## src/inc/crl_defines.svh

```systemverilog
// Offsets, field positions, reset values and counts of the code lock block
`ifndef CRL_DEFINES_SVH
`define CRL_DEFINES_SVH

// Code image layout for the 8k part
`define CRL_ROM_TOP        16'h1fff
`define CRL_KEY_BASE       16'h2000
`define CRL_KEY_LAST       16'h203f
`define CRL_LOCK_ADDR      16'h2040
`define CRL_ROM_AW         13

// Key store
`define CRL_KEY_BYTES      64
`define CRL_KEY_IW         6
`define CRL_KEY_RESET      8'hff
`define CRL_KEY_LAST_IDX   6'h3f

// Lock option byte fields, 0 enables protection
`define CRL_LOCK1_BIT      0
`define CRL_LOCK2_BIT      1
`define CRL_LOCK_RESET     8'hff

// Register byte offsets
`define CRL_REG_STATUS     32'h0000_0000
`define CRL_REG_CONTROL    32'h0000_0004
`define CRL_REG_EVENTS     32'h0000_0008
`define CRL_ADDR_LSB       2
`define CRL_ADDR_MSB       11

// Status fields
`define CRL_ST_LOCK1       0
`define CRL_ST_LOCK2       1
`define CRL_ST_ENCRYPT     2
`define CRL_ST_XSEL        3
`define CRL_ST_LOADED      4
`define CRL_ST_BADCOMBO    5

// Control fields and reset value
`define CRL_CT_PROG_EN     0
`define CRL_CT_VER_EN      1
`define CRL_CONTROL_RESET  2'h2

// Event fields, write one to clear
`define CRL_EV_PROG_REF    0
`define CRL_EV_VER_DEN     1
`define CRL_EV_TBL_BLK     2

// AXI responses
`define CRL_RESP_OKAY      2'h0
`define CRL_RESP_SLVERR    2'h2

`endif

```

## src/inc/crl_pkg.sv

```systemverilog
// Types shared by the code lock block
package crl_pkg;

	// Load and run sequence, one-hot
	typedef enum logic [4:0] {
		CRL_S_KEY_REQ  = 5'h01,
		CRL_S_KEY_WAIT = 5'h02,
		CRL_S_LCK_REQ  = 5'h04,
		CRL_S_LCK_WAIT = 5'h08,
		CRL_S_RUN      = 5'h10
	} crl_state_t;

	// Decoded protection state
	typedef struct packed {
		logic lock1;
		logic lock2;
		logic bad_combo;
	} crl_lock_t;

	// Verify request carried through the read pipeline
	typedef struct packed {
		logic        denied;
		logic [7:0]  key;
	} crl_ver_t;

endpackage

```

## src/rtl/crl_key_store.sv

```systemverilog
// Flip-flop store for the 64 scrambling key bytes
`timescale 1ns/1ps
`include "crl_defines.svh"

module crl_key_store (
	// Clock and reset
	input  wire logic                    aclk,
	input  wire logic                    aresetn,
	// Load port
	input  wire logic                    wr_en,
	input  wire logic [`CRL_KEY_IW-1:0]  wr_idx,
	input  wire logic [7:0]              wr_data,
	// Lookup port
	input  wire logic [`CRL_KEY_IW-1:0]  rd_idx,
	output logic      [7:0]              rd_data,
	output logic                         any_programmed
);

	logic [7:0] key_mem [`CRL_KEY_BYTES];
	logic [`CRL_KEY_BYTES-1:0] byte_prog;

	// Unprogrammed key is all ones, which leaves data unchanged
	always_ff @(posedge aclk) begin
		for (int i = 0; i < `CRL_KEY_BYTES; i++) begin
			if (!aresetn) begin
				key_mem[i] <= `CRL_KEY_RESET;
			end else if (wr_en && wr_idx == i[`CRL_KEY_IW-1:0]) begin
				key_mem[i] <= wr_data;
			end
		end
	end

	// Any byte not all ones sets any_programmed, the scrambling status flag
	always_comb begin
		for (int i = 0; i < `CRL_KEY_BYTES; i++) begin
			byte_prog[i] = (key_mem[i] != `CRL_KEY_RESET);
		end
	end

	assign rd_data        = key_mem[rd_idx];
	assign any_programmed = |byte_prog;

endmodule

```

## src/rtl/crl_top.sv

```systemverilog
// Code memory lock, verify scrambling and AXI4-Lite status block
`timescale 1ns/1ps
`include "crl_defines.svh"

module crl_top (
	// Clock and reset
	input  wire logic         aclk,
	input  wire logic         aresetn,
	// AXI4-Lite slave
	input  wire logic [31:0]  s_axi_awaddr,
	input  wire logic         s_axi_awvalid,
	output logic              s_axi_awready,
	input  wire logic [31:0]  s_axi_wdata,
	input  wire logic [3:0]   s_axi_wstrb,
	input  wire logic         s_axi_wvalid,
	output logic              s_axi_wready,
	output logic [1:0]        s_axi_bresp,
	output logic              s_axi_bvalid,
	input  wire logic         s_axi_bready,
	input  wire logic [31:0]  s_axi_araddr,
	input  wire logic         s_axi_arvalid,
	output logic              s_axi_arready,
	output logic [31:0]       s_axi_rdata,
	output logic [1:0]        s_axi_rresp,
	output logic              s_axi_rvalid,
	input  wire logic         s_axi_rready,
	// Nonvolatile option store, data within the request cycle
	output logic              nvm_req,
	output logic [15:0]       nvm_addr,
	input  wire logic [7:0]   nvm_data,
	// External access pin, asynchronous
	input  wire logic         ext_access_pin,
	output logic              external_access_select,
	// CPU code table read fetch check
	input  wire logic         code_table_read_instruction,
	input  wire logic         fetch_from_external,
	output logic              table_read_block,
	// Verify port
	input  wire logic         ver_req,
	input  wire logic [15:0]  ver_addr,
	output logic              ver_ready,
	output logic              ver_valid,
	output logic [7:0]        ver_data,
	output logic              ver_denied,
	// Code memory read port, data in the same cycle as the address
	output logic [`CRL_ROM_AW-1:0] rom_addr,
	input  wire logic [7:0]   rom_data,
	// Programming port
	input  wire logic         prog_req,
	input  wire logic [15:0]  prog_addr,
	input  wire logic [7:0]   prog_data,
	output logic              prog_ack,
	output logic              prog_refused,
	output logic              code_wr_en,
	output logic [15:0]       code_wr_addr,
	output logic [7:0]        code_wr_data
);

	crl_pkg::crl_state_t state;
	crl_pkg::crl_state_t next_state;
	crl_pkg::crl_lock_t  lock;
	crl_pkg::crl_ver_t   ver_q;
	logic [`CRL_KEY_IW-1:0] load_idx;
	logic [7:0] lock_byte;
	logic       ext_s1;
	logic       ext_s2;
	logic       ext_latched;
	logic       running;
	logic       key_wr;
	logic [7:0] key_byte;
	logic       key_any;
	logic       ver_pend;
	logic       ver_take;
	logic       ver_blk;
	logic       prog_ok;
	logic [1:0] control;
	logic [2:0] events;
	logic [2:0] ev_set;
	logic       aw_held;
	logic       w_held;
	logic [31:0] aw_q;
	logic [31:0] w_q;
	logic [3:0]  ws_q;
	logic        wr_do;
	logic [31:0] status_word;
	logic [31:0] rd_word;
	logic        rd_hit;
	logic        wr_ctl;
	logic        wr_evt;
	logic        wr_hit;

	// Load sequence: key bytes, then option byte, then run
	always_comb begin
		case (state)
		crl_pkg::CRL_S_KEY_REQ:  next_state = crl_pkg::CRL_S_KEY_WAIT;
		crl_pkg::CRL_S_KEY_WAIT: next_state = (load_idx == `CRL_KEY_LAST_IDX)
			? crl_pkg::CRL_S_LCK_REQ : crl_pkg::CRL_S_KEY_REQ;
		crl_pkg::CRL_S_LCK_REQ:  next_state = crl_pkg::CRL_S_LCK_WAIT;
		crl_pkg::CRL_S_LCK_WAIT: next_state = crl_pkg::CRL_S_RUN;
		crl_pkg::CRL_S_RUN:      next_state = crl_pkg::CRL_S_RUN;
		default:                 next_state = crl_pkg::CRL_S_KEY_REQ;
		endcase
	end

	always_ff @(posedge aclk) begin
		if (!aresetn) begin
			state <= crl_pkg::CRL_S_KEY_REQ;
			load_idx <= '0;
		end else begin
			state <= next_state;
			if (state == crl_pkg::CRL_S_KEY_WAIT) begin
				load_idx <= load_idx + 6'h01;
			end
		end
	end

	// Store addresses follow the image layout
	always_ff @(posedge aclk) begin
		if (!aresetn) begin
			nvm_req <= 1'b0;
			nvm_addr <= `CRL_KEY_BASE;
		end else begin
			nvm_req <= (next_state == crl_pkg::CRL_S_KEY_WAIT) ||
				(next_state == crl_pkg::CRL_S_LCK_WAIT);
			nvm_addr <= (next_state == crl_pkg::CRL_S_LCK_WAIT) ?
				`CRL_LOCK_ADDR : (`CRL_KEY_BASE | {10'h000, load_idx});
		end
	end

	// Option byte is captured once and never touched while running
	always_ff @(posedge aclk) begin
		if (!aresetn) begin
			lock_byte <= `CRL_LOCK_RESET;
		end else if (state == crl_pkg::CRL_S_LCK_WAIT) begin
			lock_byte <= nvm_data;
		end
	end

	assign key_wr  = (state == crl_pkg::CRL_S_KEY_WAIT);
	assign running = (state == crl_pkg::CRL_S_RUN);

	// Zero enables; a lone lock two is undefined, treated as verify off
	assign lock.lock1 = ~lock_byte[`CRL_LOCK1_BIT];
	assign lock.lock2 = ~lock_byte[`CRL_LOCK2_BIT];
	assign lock.bad_combo = lock.lock2 & ~lock.lock1;

	crl_key_store u_key (
		.aclk           (aclk),
		.aresetn        (aresetn),
		.wr_en          (key_wr),
		.wr_idx         (load_idx),
		.wr_data        (nvm_data),
		.rd_idx         (ver_addr[`CRL_KEY_IW-1:0]),
		.rd_data        (key_byte),
		.any_programmed (key_any)
	);

	// Pin passes two flops; latch taken on the edge that enters run
	always_ff @(posedge aclk) begin
		if (!aresetn) begin
			ext_s1 <= 1'b0;
			ext_s2 <= 1'b0;
			ext_latched <= 1'b0;
		end else begin
			ext_s1 <= ext_access_pin;
			ext_s2 <= ext_s1;
			if (state == crl_pkg::CRL_S_LCK_WAIT) begin
				ext_latched <= ext_s2;
			end
		end
	end

	assign external_access_select = lock.lock1 ? ext_latched : ext_s2;

	// Table reads from external code may not touch internal bytes under lock one or before run
	assign table_read_block = code_table_read_instruction &
		fetch_from_external &
		(lock.lock1 | ~running);

	// Verify pipeline: address flop, memory cycle, result flop
	assign ver_ready = running & ~ver_pend;
	assign ver_take  = ver_req & ver_ready;
	assign ver_blk   = lock.lock2 | ~control[`CRL_CT_VER_EN] |
		(ver_addr > `CRL_ROM_TOP);

	always_ff @(posedge aclk) begin
		if (!aresetn) begin
			ver_pend <= 1'b0;
			ver_q <= '0;
			rom_addr <= '0;
		end else begin
			ver_pend <= ver_take;
			if (ver_take) begin
				rom_addr <= ver_addr[`CRL_ROM_AW-1:0];
				ver_q.denied <= ver_blk;
				ver_q.key <= key_byte;
			end
		end
	end

	// All-ones key leaves the byte plain, any other key scrambles
	always_ff @(posedge aclk) begin
		if (!aresetn) begin
			ver_valid <= 1'b0;
			ver_denied <= 1'b0;
			ver_data <= 8'h00;
		end else begin
			ver_valid <= ver_pend;
			if (ver_pend) begin
				ver_denied <= ver_q.denied;
				ver_data <= ver_q.denied ? 8'h00 :
					~(rom_data ^ ver_q.key);
			end
		end
	end

	// Programming is closed for good once lock one is set
	assign prog_ok = running & control[`CRL_CT_PROG_EN] & ~lock.lock1;

	always_ff @(posedge aclk) begin
		if (!aresetn) begin
			prog_ack <= 1'b0;
			prog_refused <= 1'b0;
			code_wr_en <= 1'b0;
			code_wr_addr <= 16'h0000;
			code_wr_data <= 8'h00;
		end else begin
			prog_ack <= prog_req & prog_ok;
			prog_refused <= prog_req & ~prog_ok;
			code_wr_en <= prog_req & prog_ok;
			if (prog_req & prog_ok) begin
				code_wr_addr <= prog_addr;
				code_wr_data <= prog_data;
			end
		end
	end

	// AXI write: address and data held separately, reply after both
	assign s_axi_awready = ~aw_held & ~s_axi_bvalid;
	assign s_axi_wready  = ~w_held & ~s_axi_bvalid;
	assign wr_do  = aw_held & w_held & ~s_axi_bvalid;
	assign wr_ctl = wr_do && ({aw_q[31:`CRL_ADDR_LSB], 2'h0} == `CRL_REG_CONTROL);
	assign wr_evt = wr_do && ({aw_q[31:`CRL_ADDR_LSB], 2'h0} == `CRL_REG_EVENTS);
	assign wr_hit = wr_ctl | wr_evt |
		({aw_q[31:`CRL_ADDR_LSB], 2'h0} == `CRL_REG_STATUS);

	always_ff @(posedge aclk) begin
		if (!aresetn) begin
			aw_held <= 1'b0;
			w_held <= 1'b0;
			aw_q <= 32'h0000_0000;
			w_q <= 32'h0000_0000;
			ws_q <= 4'h0;
			s_axi_bvalid <= 1'b0;
			s_axi_bresp <= `CRL_RESP_OKAY;
		end else begin
			if (s_axi_awvalid & s_axi_awready) begin
				aw_held <= 1'b1;
				aw_q <= s_axi_awaddr;
			end
			if (s_axi_wvalid & s_axi_wready) begin
				w_held <= 1'b1;
				w_q <= s_axi_wdata;
				ws_q <= s_axi_wstrb;
			end
			if (wr_do) begin
				aw_held <= 1'b0;
				w_held <= 1'b0;
				s_axi_bvalid <= 1'b1;
				s_axi_bresp <= wr_hit ? `CRL_RESP_OKAY : `CRL_RESP_SLVERR;
			end else if (s_axi_bready) begin
				s_axi_bvalid <= 1'b0;
			end
		end
	end

	// Control steers the ports; a hardware event beats a same-cycle clear
	assign ev_set = {table_read_block, ver_take & ver_blk,
		prog_req & ~prog_ok};

	always_ff @(posedge aclk) begin
		if (!aresetn) begin
			control <= `CRL_CONTROL_RESET;
			events <= 3'h0;
		end else begin
			if (wr_ctl && ws_q[0]) begin
				control <= w_q[1:0];
			end
			events <= (events & ~((wr_evt && ws_q[0]) ? w_q[2:0] : 3'h0))
				| ev_set;
		end
	end

	// Status reflects the loaded protection state
	assign status_word = {26'h0, lock.bad_combo, running,
		external_access_select, key_any, lock.lock2, lock.lock1};
	assign rd_hit = ({s_axi_araddr[31:`CRL_ADDR_LSB], 2'h0} == `CRL_REG_STATUS)
		|| ({s_axi_araddr[31:`CRL_ADDR_LSB], 2'h0} == `CRL_REG_CONTROL)
		|| ({s_axi_araddr[31:`CRL_ADDR_LSB], 2'h0} == `CRL_REG_EVENTS);
	assign rd_word =
		({s_axi_araddr[31:2], 2'h0} == `CRL_REG_STATUS)  ? status_word :
		({s_axi_araddr[31:2], 2'h0} == `CRL_REG_CONTROL) ? {30'h0, control} :
		({s_axi_araddr[31:2], 2'h0} == `CRL_REG_EVENTS)  ? {29'h0, events} :
		32'h0000_0000;
	assign s_axi_arready = ~s_axi_rvalid;

	// Read answers one cycle after the address is taken
	always_ff @(posedge aclk) begin
		if (!aresetn) begin
			s_axi_rvalid <= 1'b0;
			s_axi_rdata <= 32'h0000_0000;
			s_axi_rresp <= `CRL_RESP_OKAY;
		end else if (s_axi_arvalid & s_axi_arready) begin
			s_axi_rvalid <= 1'b1;
			s_axi_rdata <= rd_word;
			s_axi_rresp <= rd_hit ? `CRL_RESP_OKAY : `CRL_RESP_SLVERR;
		end else if (s_axi_rready) begin
			s_axi_rvalid <= 1'b0;
		end
	end

	// Checks
	property p_verify_open;
		@(posedge aclk) disable iff (!aresetn)
		ver_take && !lock.lock1 && !lock.lock2 && control[`CRL_CT_VER_EN]
		&& ver_addr <= `CRL_ROM_TOP |-> ##2 ver_valid && !ver_denied;
	endproperty
	a_verify_open: assert property (p_verify_open)
		else $error("open verify was denied");

	property p_scramble;
		@(posedge aclk) disable iff (!aresetn)
		ver_take && !ver_blk |-> ##2
		ver_data == ~($past(rom_data) ^ $past(key_byte, 2));
	endproperty
	a_scramble: assert property (p_scramble)
		else $error("verify byte is not data xnor key");

	property p_key_idx;
		@(posedge aclk) disable iff (!aresetn)
		ver_take |=> ver_q.key == $past(key_byte);
	endproperty
	a_key_idx: assert property (p_key_idx)
		else $error("wrong key byte captured");

	property p_tbl_read;
		@(posedge aclk) disable iff (!aresetn)
		running |-> table_read_block == (code_table_read_instruction &&
		fetch_from_external && lock.lock1);
	endproperty
	a_tbl_read: assert property (p_tbl_read)
		else $error("table read gating wrong");

	property p_xsel_hold;
		@(posedge aclk) disable iff (!aresetn)
		running && $past(running) && lock.lock1 |->
		$stable(external_access_select);
	endproperty
	a_xsel_hold: assert property (p_xsel_hold)
		else $error("latched external access changed");

	property p_prog_lock;
		@(posedge aclk) disable iff (!aresetn)
		prog_req && lock.lock1 |=> prog_refused && !code_wr_en;
	endproperty
	a_prog_lock: assert property (p_prog_lock)
		else $error("programming accepted under lock");

	property p_verify_off;
		@(posedge aclk) disable iff (!aresetn)
		ver_take && lock.lock2 |-> ##2 ver_valid && ver_denied
		&& ver_data == 8'h00;
	endproperty
	a_verify_off: assert property (p_verify_off)
		else $error("verify allowed with both locks");

	property p_key_fresh;
		@(posedge aclk) disable iff (!aresetn)
		state == crl_pkg::CRL_S_KEY_REQ && load_idx == 6'h00 |-> !key_any;
	endproperty
	a_key_fresh: assert property (p_key_fresh)
		else $error("key not all ones after reset");

	property p_lock_stable;
		@(posedge aclk) disable iff (!aresetn)
		running && $past(running) |-> $stable(lock_byte) && $stable(key_any);
	endproperty
	a_lock_stable: assert property (p_lock_stable)
		else $error("protection state changed while running");

	c_denied:  cover property (@(posedge aclk) ver_valid && ver_denied);
	c_scrmbl:  cover property (@(posedge aclk) ver_valid && key_any);
	c_blocked: cover property (@(posedge aclk) table_read_block && running);
	c_refused: cover property (@(posedge aclk) prog_refused);

endmodule

```

## config.mk

```make
export PLATFORM = sky130hd
export DESIGN_NAME = crl_top
export DESIGN_NICKNAME = d
export VERILOG_FILES = /design/src/inc/crl_pkg.sv /design/src/rtl/crl_key_store.sv /design/src/rtl/crl_top.sv
export VERILOG_INCLUDE_DIRS = /design/src /design/src/inc
export SDC_FILE = /design/constraint.sdc
export NUM_CORES = 1
export LEC_CHECK = 0
export BUFFER_PORTS_ARGS = -buffer_cell sky130_fd_sc_hd__buf_2
export CAP_MARGIN = 10
export CORE_ASPECT_RATIO = 1.4
export CORE_MARGIN = 2
export CORE_UTILIZATION = 60
export CTS_CLUSTER_DIAMETER = 120
export DETAILED_ROUTE_END_ITERATION = 16
export PLACE_DENSITY = 0.8
export SYNTH_ARGS = -nofsm -noshare
export SYNTH_HDL_FRONTEND = slang
export SYNTH_SLANG_ARGS = --single-unit
```

## constraint.sdc

```tcl
create_clock -name aclk -period 2.6 [get_ports aclk]
set_input_delay 0.52 -clock aclk [delete_from_list [all_inputs] [get_ports aclk]]
set_output_delay 0.52 -clock aclk [all_outputs]
set_load 0.03 [all_outputs]
```

==> flow_metrics.py, run 1 <==
metrics = {
    "power": {
        "switching_power_mw": 4.88,
        "ir_drop_uv": 534,
        "clkPwrFrac": 0.402,
        "p_int_mw": 16.3,
        "seqPwrFrac": 0.527,
        "pwr-share-comb": 0.070,
        "powerDensity_mw_per_mm2": 596,
        "p_sw_frac": 0.230,
        "p_leak_nw": 11.4,
    },
    "hold_path": {
        "hold_depth": 2,
        "whs_endpoint": "ext_s1$_SDFF_PN0_",
        "min-delay-start": "ext_access_pin",
        "hold_class": "primary input to flip-flop",
    },
    "placement": {
        "io_buffers": 205,
        "dp_hpwl_mm": 74.9,
        "dpl_cell_area_mm2": 0.0336,
        "gp_congestion": 1.06,
    },
    "routing": {
        "drt_iter0_markers": 3467,
        "routedWlPerCell_um": 30.7,
        "vias": 24558,
        "drc": 0,
        "vias_per_cell": 6.98,
        "dr.pass1.iters": 8,
        "wl_mm": 108,
        "detail-route-antenna-nets": 0,
    },
    "clock_tree": {
        "clockBufferDepth": 3,
        "cts.hold.buffers_added": 0,
        "clk_pin_slew_ns": 0.07,
        "h-tree-depth": 2,
        "clk_latency_ns": 0.63,
        "cts.sinks": 646,
        "cts_tree": "built",
        "root_buffer": "clkbuf_16",
        "cts_buffers": 58,
    },
    "synthesis": {
        "netlist_area_mm2": 0.0311,
        "seq_area_frac_synth": 0.581,
        "synth_cells": 2580,
        "synth.distinct_cells": 65,
        "ys_ff_latch": 646,
        "syn_avg_cell_area_um2": 12.0,
        "synth_ff_type": "edfxtp_1",
        "yosys_warnings": 0,
        "async_reset_ff_frac": 0,
        "synth_edf_count": 512,
    },
    "finish": {
        "layout_common_cells": "or3_1, edfxtp_1, buf_4, buf_2, nand2_1",
        "area_growth_pct": 14.6,
        "design_area_mm2": 0.0356,
        "finish.utilization": 0.696,
        "final_common_cell": "or3_1",
        "layout-drive-gt1-share": 0.233,
        "nNetsFinal": 2980,
    },
    "timing": {
        "worst_pin_slew_ns": 1.28,
        "hold_viol": 0,
        "finalSetupViolCount": 1,
        "max_freq_ghz": 0.384,
        "rsz0062_at_grt": "yes",
        "fin_skew_ns": 0.0323,
        "max-slew-margin-rel": 0.148,
        "fin_hold_ws_ns": 0.146,
        "final_max_slew_viol_count": 0,
        "finalCritPeriodShare": 1.00,
        "worst_slack_ns": -0.00513,
        "min_period_ns": 2.61,
    },
    "worst_setup_path": {
        "cp-end-kind": "flip-flop",
        "critPathBufInv": 2,
        "crit_family": "simple AND/OR/NAND/NOR gates",
        "rrSetupSlack_ns": -0.005,
        "worstSetupPathType": "flip-flop to flip-flop",
        "crit_slowest_cell": "edfxtp_1",
        "r2r-end": "s_axi_rdata[2]$_SDFFE_PN0P_",
        "cp.required_ns": 3.09,
        "crit_fanout": 2,
        "regToRegStartpoint": "u_key.key_mem[49][0]$_SDFFCE_PN1P_",
        "worst-r2r-cell-count": 8,
        "cp_data_arrival_time_ns": 3.10,
        "path_cells": "nand4_1 > nor4_1 > buf_4 > nand4_1 > or3_1 > nor4_1 > buf_4 > a21oi_1",
        "crit_path_start_kind": "flip-flop",
        "critPathMaxStageDelay_ns": 0.44,
    },
    "run_status": {
        "violations": "negative setup slack",
        "outcome": "finished with violations",
    },
    "floorplanning": {
        "row_count": 98,
        "coreArea_mm2": 0.0511,
        "die_w_um": 196,
        "initial_core_util": 0.608,
        "io_pins": 279,
        "die_y_um": 273,
        "dieArea_mm2": 0.0537,
    },
    "global_routing": {
        "grt_first_pass_wirelength_mm": 155,
        "grtUsageMet3": 0.102,
        "grtUsageMet2": 0.647,
        "grt_max_degree": 129,
        "grt_pass1_vias": 23864,
        "overflow": 0,
        "use_met1": 0.432,
        "track_usage": 0.400,
        "antenna_found_initial": 10,
        "globalRoute.busiestLayer": "met2",
    },
    "run": {
        "maxCapViolCount": 0,
    },
}
[how the worst max path moves through the flow]
stage	slack, ns	endpoint	from	cells after the start
2_1_floorplan	0.23	u_key.key_mem[58][0]$_SDFFCE_PN1P_	load_idx[3]$_SDFFE_PN0N_	5
3_3_place_gp	-0.07	ver_q[6]$_SDFFE_PN0P_	ver_addr[0]	8
3_5_place_dp	-0.10	ver_q[6]$_SDFFE_PN0P_	ver_addr[0]	8
4_1_cts	0.04	ver_ready	state[0]$_SDFF_PN1_	3
5_1_grt	-0.02	s_axi_rdata[2]$_SDFFE_PN0P_	u_key.key_mem[16][0]$_SDFFCE_PN1P_	8
6_report	-0.005	s_axi_rdata[2]$_SDFFE_PN0P_	u_key.key_mem[49][0]$_SDFFCE_PN1P_	8
[kinds of logic after synthesis]
| kind of cell | Yosys count | synth area share |
|---|---|---|
| and+or+nand+nor | 1123 | 0.210 |
| DFF | 646 | 0.581 |
| buffers and inverters | 333 | 0.0497 |
| AOI/OAI and AO/OA | 253 | 0.0545 |
| muxes | 204 | 0.0991 |
| xor gates and xnor gates | 15 | 0.00423 |
| adders and majority gates | 4 | 0.00161 |
| other | 2 | 0.000242 |
[metrics by stage]
| step | cells | setup TNS [ns] | setup slack [ns] | total power, mW |
|---|---|---|---|---|
| 3_3_place_gp | 3392 | -0.0669 | -0.0669 | 12.8 |
| 4_1_cts | 3502 | 0 | 0.0380 | 21.2 |
| 3_5_place_dp | 3392 | -0.136 | -0.102 | 12.9 |
| 6_report | 3516 | -0.00513 | -0.00513 | 21.2 |
| 5_1_grt | 3512 | -0.0155 | -0.0155 | 21.7 |
| 2_1_floorplan | 2615 | 0 | 0.229 | 12.3 |
[power groups by stage]
stage	Clock (mW)	Combinational, mW	Sequential, mW
after CTS	8.55	1.45	11.2
after global placement	0	1.41	11.4
after floorplan	0	0.858	11.4
after detailed placement	0	1.44	11.4
final	8.54	1.50	11.2
after global routing	8.90	1.56	11.2
[worst register-to-register path, cell delays in order, from the launching register on]
cell	delay, ns
edfxtp_1	0.44
nand4_1	0.27
nor4_1	0.43
buf_4	0.21
nand4_1	0.08
or3_1	0.44
nor4_1	0.34
buf_4	0.19
a21oi_1	0.06
[flip-flops by register name, indices dropped and copies added, names as in the netlist, 2 cells and up]
name	count
events	3
u_key.key_mem	512
lock_byte	2
rom_addr	13
ver_q	9
s_axi_rdata	6
ver_data	8
state	5
code_wr_data	8
nvm_addr	7
w_q	3
load_idx	6
code_wr_addr	16
aw_q	30
control	2
[layer usage]
layer,part of all wire,vias to the layer above
met3,0.12,556
met2,0.46,2045
met4,0.12,0
met1,0.30,11753
met5,0,-
li1,-,10204
[what timing repair did]
action                     in CTS  in global routing
pin swaps                       1                  2
setup endpoints to repair       1                 22
resized for setup               0                  5
buffers inserted                1                  5
[synthesized netlist by cell type, types with 3 or more instances]
cell type,instances,area share
a21boi_0,47,0.011
a21boi_1,25,0.0060
a21oi_1,26,0.0042
a311oi_1,9,0.0025
and2_1,27,0.0054
buf_1,12,0.0014
buf_2,21,0.0034
buf_4,52,0.013
buf_6,6,0.0022
clkbuf_1,212,0.026
dfxtp_1,134,0.086
edfxtp_1,512,0.49
ha_1,4,0.0016
inv_1,28,0.0034
mux2_2,9,0.0033
mux2i_1,115,0.037
mux4_1,6,0.0051
mux4_2,73,0.053
nand2_1,191,0.023
nand2b_1,5,0.0010
nand3_1,54,0.0087
nand3_2,15,0.0048
nand3b_1,4,0.00097
nand4_1,142,0.029
nand4_2,3,0.0012
nor2_1,57,0.0069
nor2b_1,22,0.0044
nor3_1,3,0.00048
nor3_2,8,0.0026
nor4_1,55,0.011
o21a_1,3,0.00072
o21ai_0,86,0.014
o221ai_1,7,0.0020
o22ai_1,25,0.0050
o2bb2ai_1,8,0.0023
o32ai_2,8,0.0042
or2_2,4,0.00081
or3_1,514,0.10
xnor2_1,7,0.0020
xor2_1,8,0.0023
[cell type report]
type	instances	area, um^2
Timing Repair Buffer	438	3080
Tap cell	650	813
Multi-Input combinational cell	1636	11600
Clock inverter	43	365
Antenna cell	9	22.5
Sequential cell	646	18100
Clock buffer	66	1520
Inverter	28	105
Fill cell	3475	15500
Power figures use the tool's default switching activity.
==> inputs of run 2 (changes only) <==
--- a/config.mk
+++ b/config.mk
@@ -14,6 +14,7 @@
 export CTS_CLUSTER_DIAMETER = 120
 export DETAILED_ROUTE_END_ITERATION = 16
 export PLACE_DENSITY = 0.8
+export RECOVER_POWER = 50
 export SYNTH_ARGS = -nofsm -noshare
 export SYNTH_HDL_FRONTEND = slang
 export SYNTH_SLANG_ARGS = --single-unit
==> run 2 against run 1 <==
  * The flow finishes with violations (max-capacitance violations, max-slew violations, negative setup slack)
  * Wire length up 0.12%
  * Die area unchanged
  * Core utilization down 0.43 points
  * Combinational power barely moved
  * Sequential share of layout area grew 0.32 points
  * Sequential cell count did not move
==> flow_metrics.py, run 2 (synthesis results as in run 1) <==
metrics = {
    "run_status": {
        "outcome": "finished with violations",
        "violations": "max-capacitance violations, max-slew violations, negative setup slack",
    },
    "floorplanning": {
        "initial_core_util": 0.608,
        "die_w_um": 196,
        "io_pins": 279,
        "die_y_um": 273,
        "coreArea_mm2": 0.0511,
        "row_count": 98,
        "dieArea_mm2": 0.0537,
    },
    "global_routing": {
        "grt_first_pass_wirelength_mm": 155,
        "track_usage": 0.400,
        "antenna_found_initial": 10,
        "grt_pass1_vias": 23864,
        "overflow": 0,
        "grt_max_degree": 129,
    },
    "routing": {
        "routedWlPerCell_um": 30.7,
        "drc": 0,
        "vias_per_cell": 6.97,
        "wl_mm": 108,
        "drt_iter0_markers": 3428,
        "dr.pass1.iters": 7,
        "detail-route-antenna-nets": 0,
        "vias": 24483,
    },
    "power": {
        "powerDensity_mw_per_mm2": 600,
        "p_leak_nw": 11.0,
        "p_total_mw": 21.2,
        "ir_drop_uv": 533,
    },
    "worst_setup_path": {
        "startpoint": "u_key.key_mem[16][0]$_SDFFCE_PN1P_",
        "cp-end-kind": "flip-flop",
        "crit_fanout": 2,
        "rrSetupSlack_ns": -0.02,
        "cp.required_ns": 3.09,
        "worstSetupPathType": "flip-flop to flip-flop",
        "cp_data_arrival_time_ns": 3.11,
        "crit_path_start_kind": "flip-flop",
        "regToRegStartpoint": "u_key.key_mem[16][0]$_SDFFCE_PN1P_",
    },
    "placement": {
        "io_buffers": 205,
        "gp_congestion": 1.06,
        "dp_hpwl_mm": 74.9,
    },
    "clock_tree": {
        "clockBufferDepth": 3,
        "cts.sinks": 646,
        "cts_tree": "built",
        "cts.hold.buffers_added": 0,
        "cts_buffers": 58,
        "root_buffer": "clkbuf_16",
        "clk_pin_slew_ns": 0.07,
        "h-tree-depth": 2,
        "clk_latency_ns": 0.63,
    },
    "finish": {
        "final_common_cell": "or3_1",
        "reg_top3": "u_key.key_mem (512), aw_q (30), code_wr_addr (16)",
        "layout_common_cells": "or3_1, edfxtp_1, nand2_1, buf_4, nand4_1",
        "area_growth_pct": 13.8,
        "layout-drive-gt1-share": 0.200,
        "finish.utilization": 0.692,
        "top_register": "u_key.key_mem",
        "nNetsFinal": 2980,
        "largest_reg_flops": 512,
    },
    "timing": {
        "fin_hold_ws_ns": 0.145,
        "max_freq_ghz": 0.382,
        "finalSetupViolCount": 7,
        "hold_viol": 0,
        "rsz0062_at_grt": "yes",
        "finalCritPeriodShare": 1.01,
        "final_max_slew_viol_count": 35,
        "max-slew-margin-rel": -0.235,
        "worst_pin_slew_ns": 1.85,
        "min_period_ns": 2.62,
        "fin_skew_ns": 0.0283,
        "worst_slack_ns": -0.0209,
    },
    "hold_path": {
        "hold_class": "primary input to flip-flop",
        "min-delay-start": "ext_access_pin",
    },
    "run": {
        "maxCapViolCount": 1,
    },
}
==> run 2: path summary, 6_finish.rpt <==
path / to / depth (start not counted)
setup / recovery: s_axi_rdata[2]$_SDFFE_PN0P_ / 8
hold / removal: ext_s1$_SDFF_PN0_ / 2
setup reg to reg: s_axi_rdata[2]$_SDFFE_PN0P_ / 8
hold reg to reg: ext_s2$_SDFF_PN0_ / 1
==> run 2: cell type report <==
type | count | area, um^2
clock inverters | 43 | 365
flip-flops and latches | 646 | 18100
inverters | 28 | 105
multi-input cells | 1636 | 11600
repair buffers | 438 | 2930
fillers | 3555 | 15800
well taps | 650 | 813
clock buffers | 66 | 1520
diodes | 7 | 17.5
==> run 2: per-layer routing <==
metal	vias to the layer above	track usage	share of wire
met1	11712	0.432	0.30
li1	10197	-	-
met3	541	0.102	0.12
met5	-	0.00542	0.00014
met2	2031	0.647	0.46
met4	2	0.370	0.11
==> run 2: worst max-delay path, cell delays in order, from the launching register on <==
cell and delay (ns):
edfxtp_1 0.46, nand4_1 0.41, nor4_1 0.33, buf_4 0.19
nand4_1 0.08, or3_1 0.45, nor4_1 0.33, buf_4 0.19
a21oi_1 0.06
==> run 2: report_power, final <==
group          internal (mW)  total (mW)  switching, mW
combinational          0.492        1.48          0.986
clock                   4.69        8.54           3.85
sequential              11.2        11.2         0.0438
total                   16.3        21.2           4.88
==> run 2: through the flow <==
stage | cell area [um^2] | std cells | setup WS, ns | setup TNS [ns]
final | 35400 | 3514 | -0.0209 | -0.108
after global placement | 33600 | 3392 | -0.0669 | -0.0669
after global routing | 35400 | 3512 | -0.0155 | -0.0155
after detailed placement | 33600 | 3392 | -0.102 | -0.136
after floorplan | 31200 | 2615 | 0.229 | 0
after CTS | 35500 | 3502 | 0.0380 | 0
==> run 2: timing repair <==
item	4_1_cts	5_1_grt
buffers inserted	1	5
resized for setup	0	5
pin swaps	1	2
setup endpoints to repair	1	22
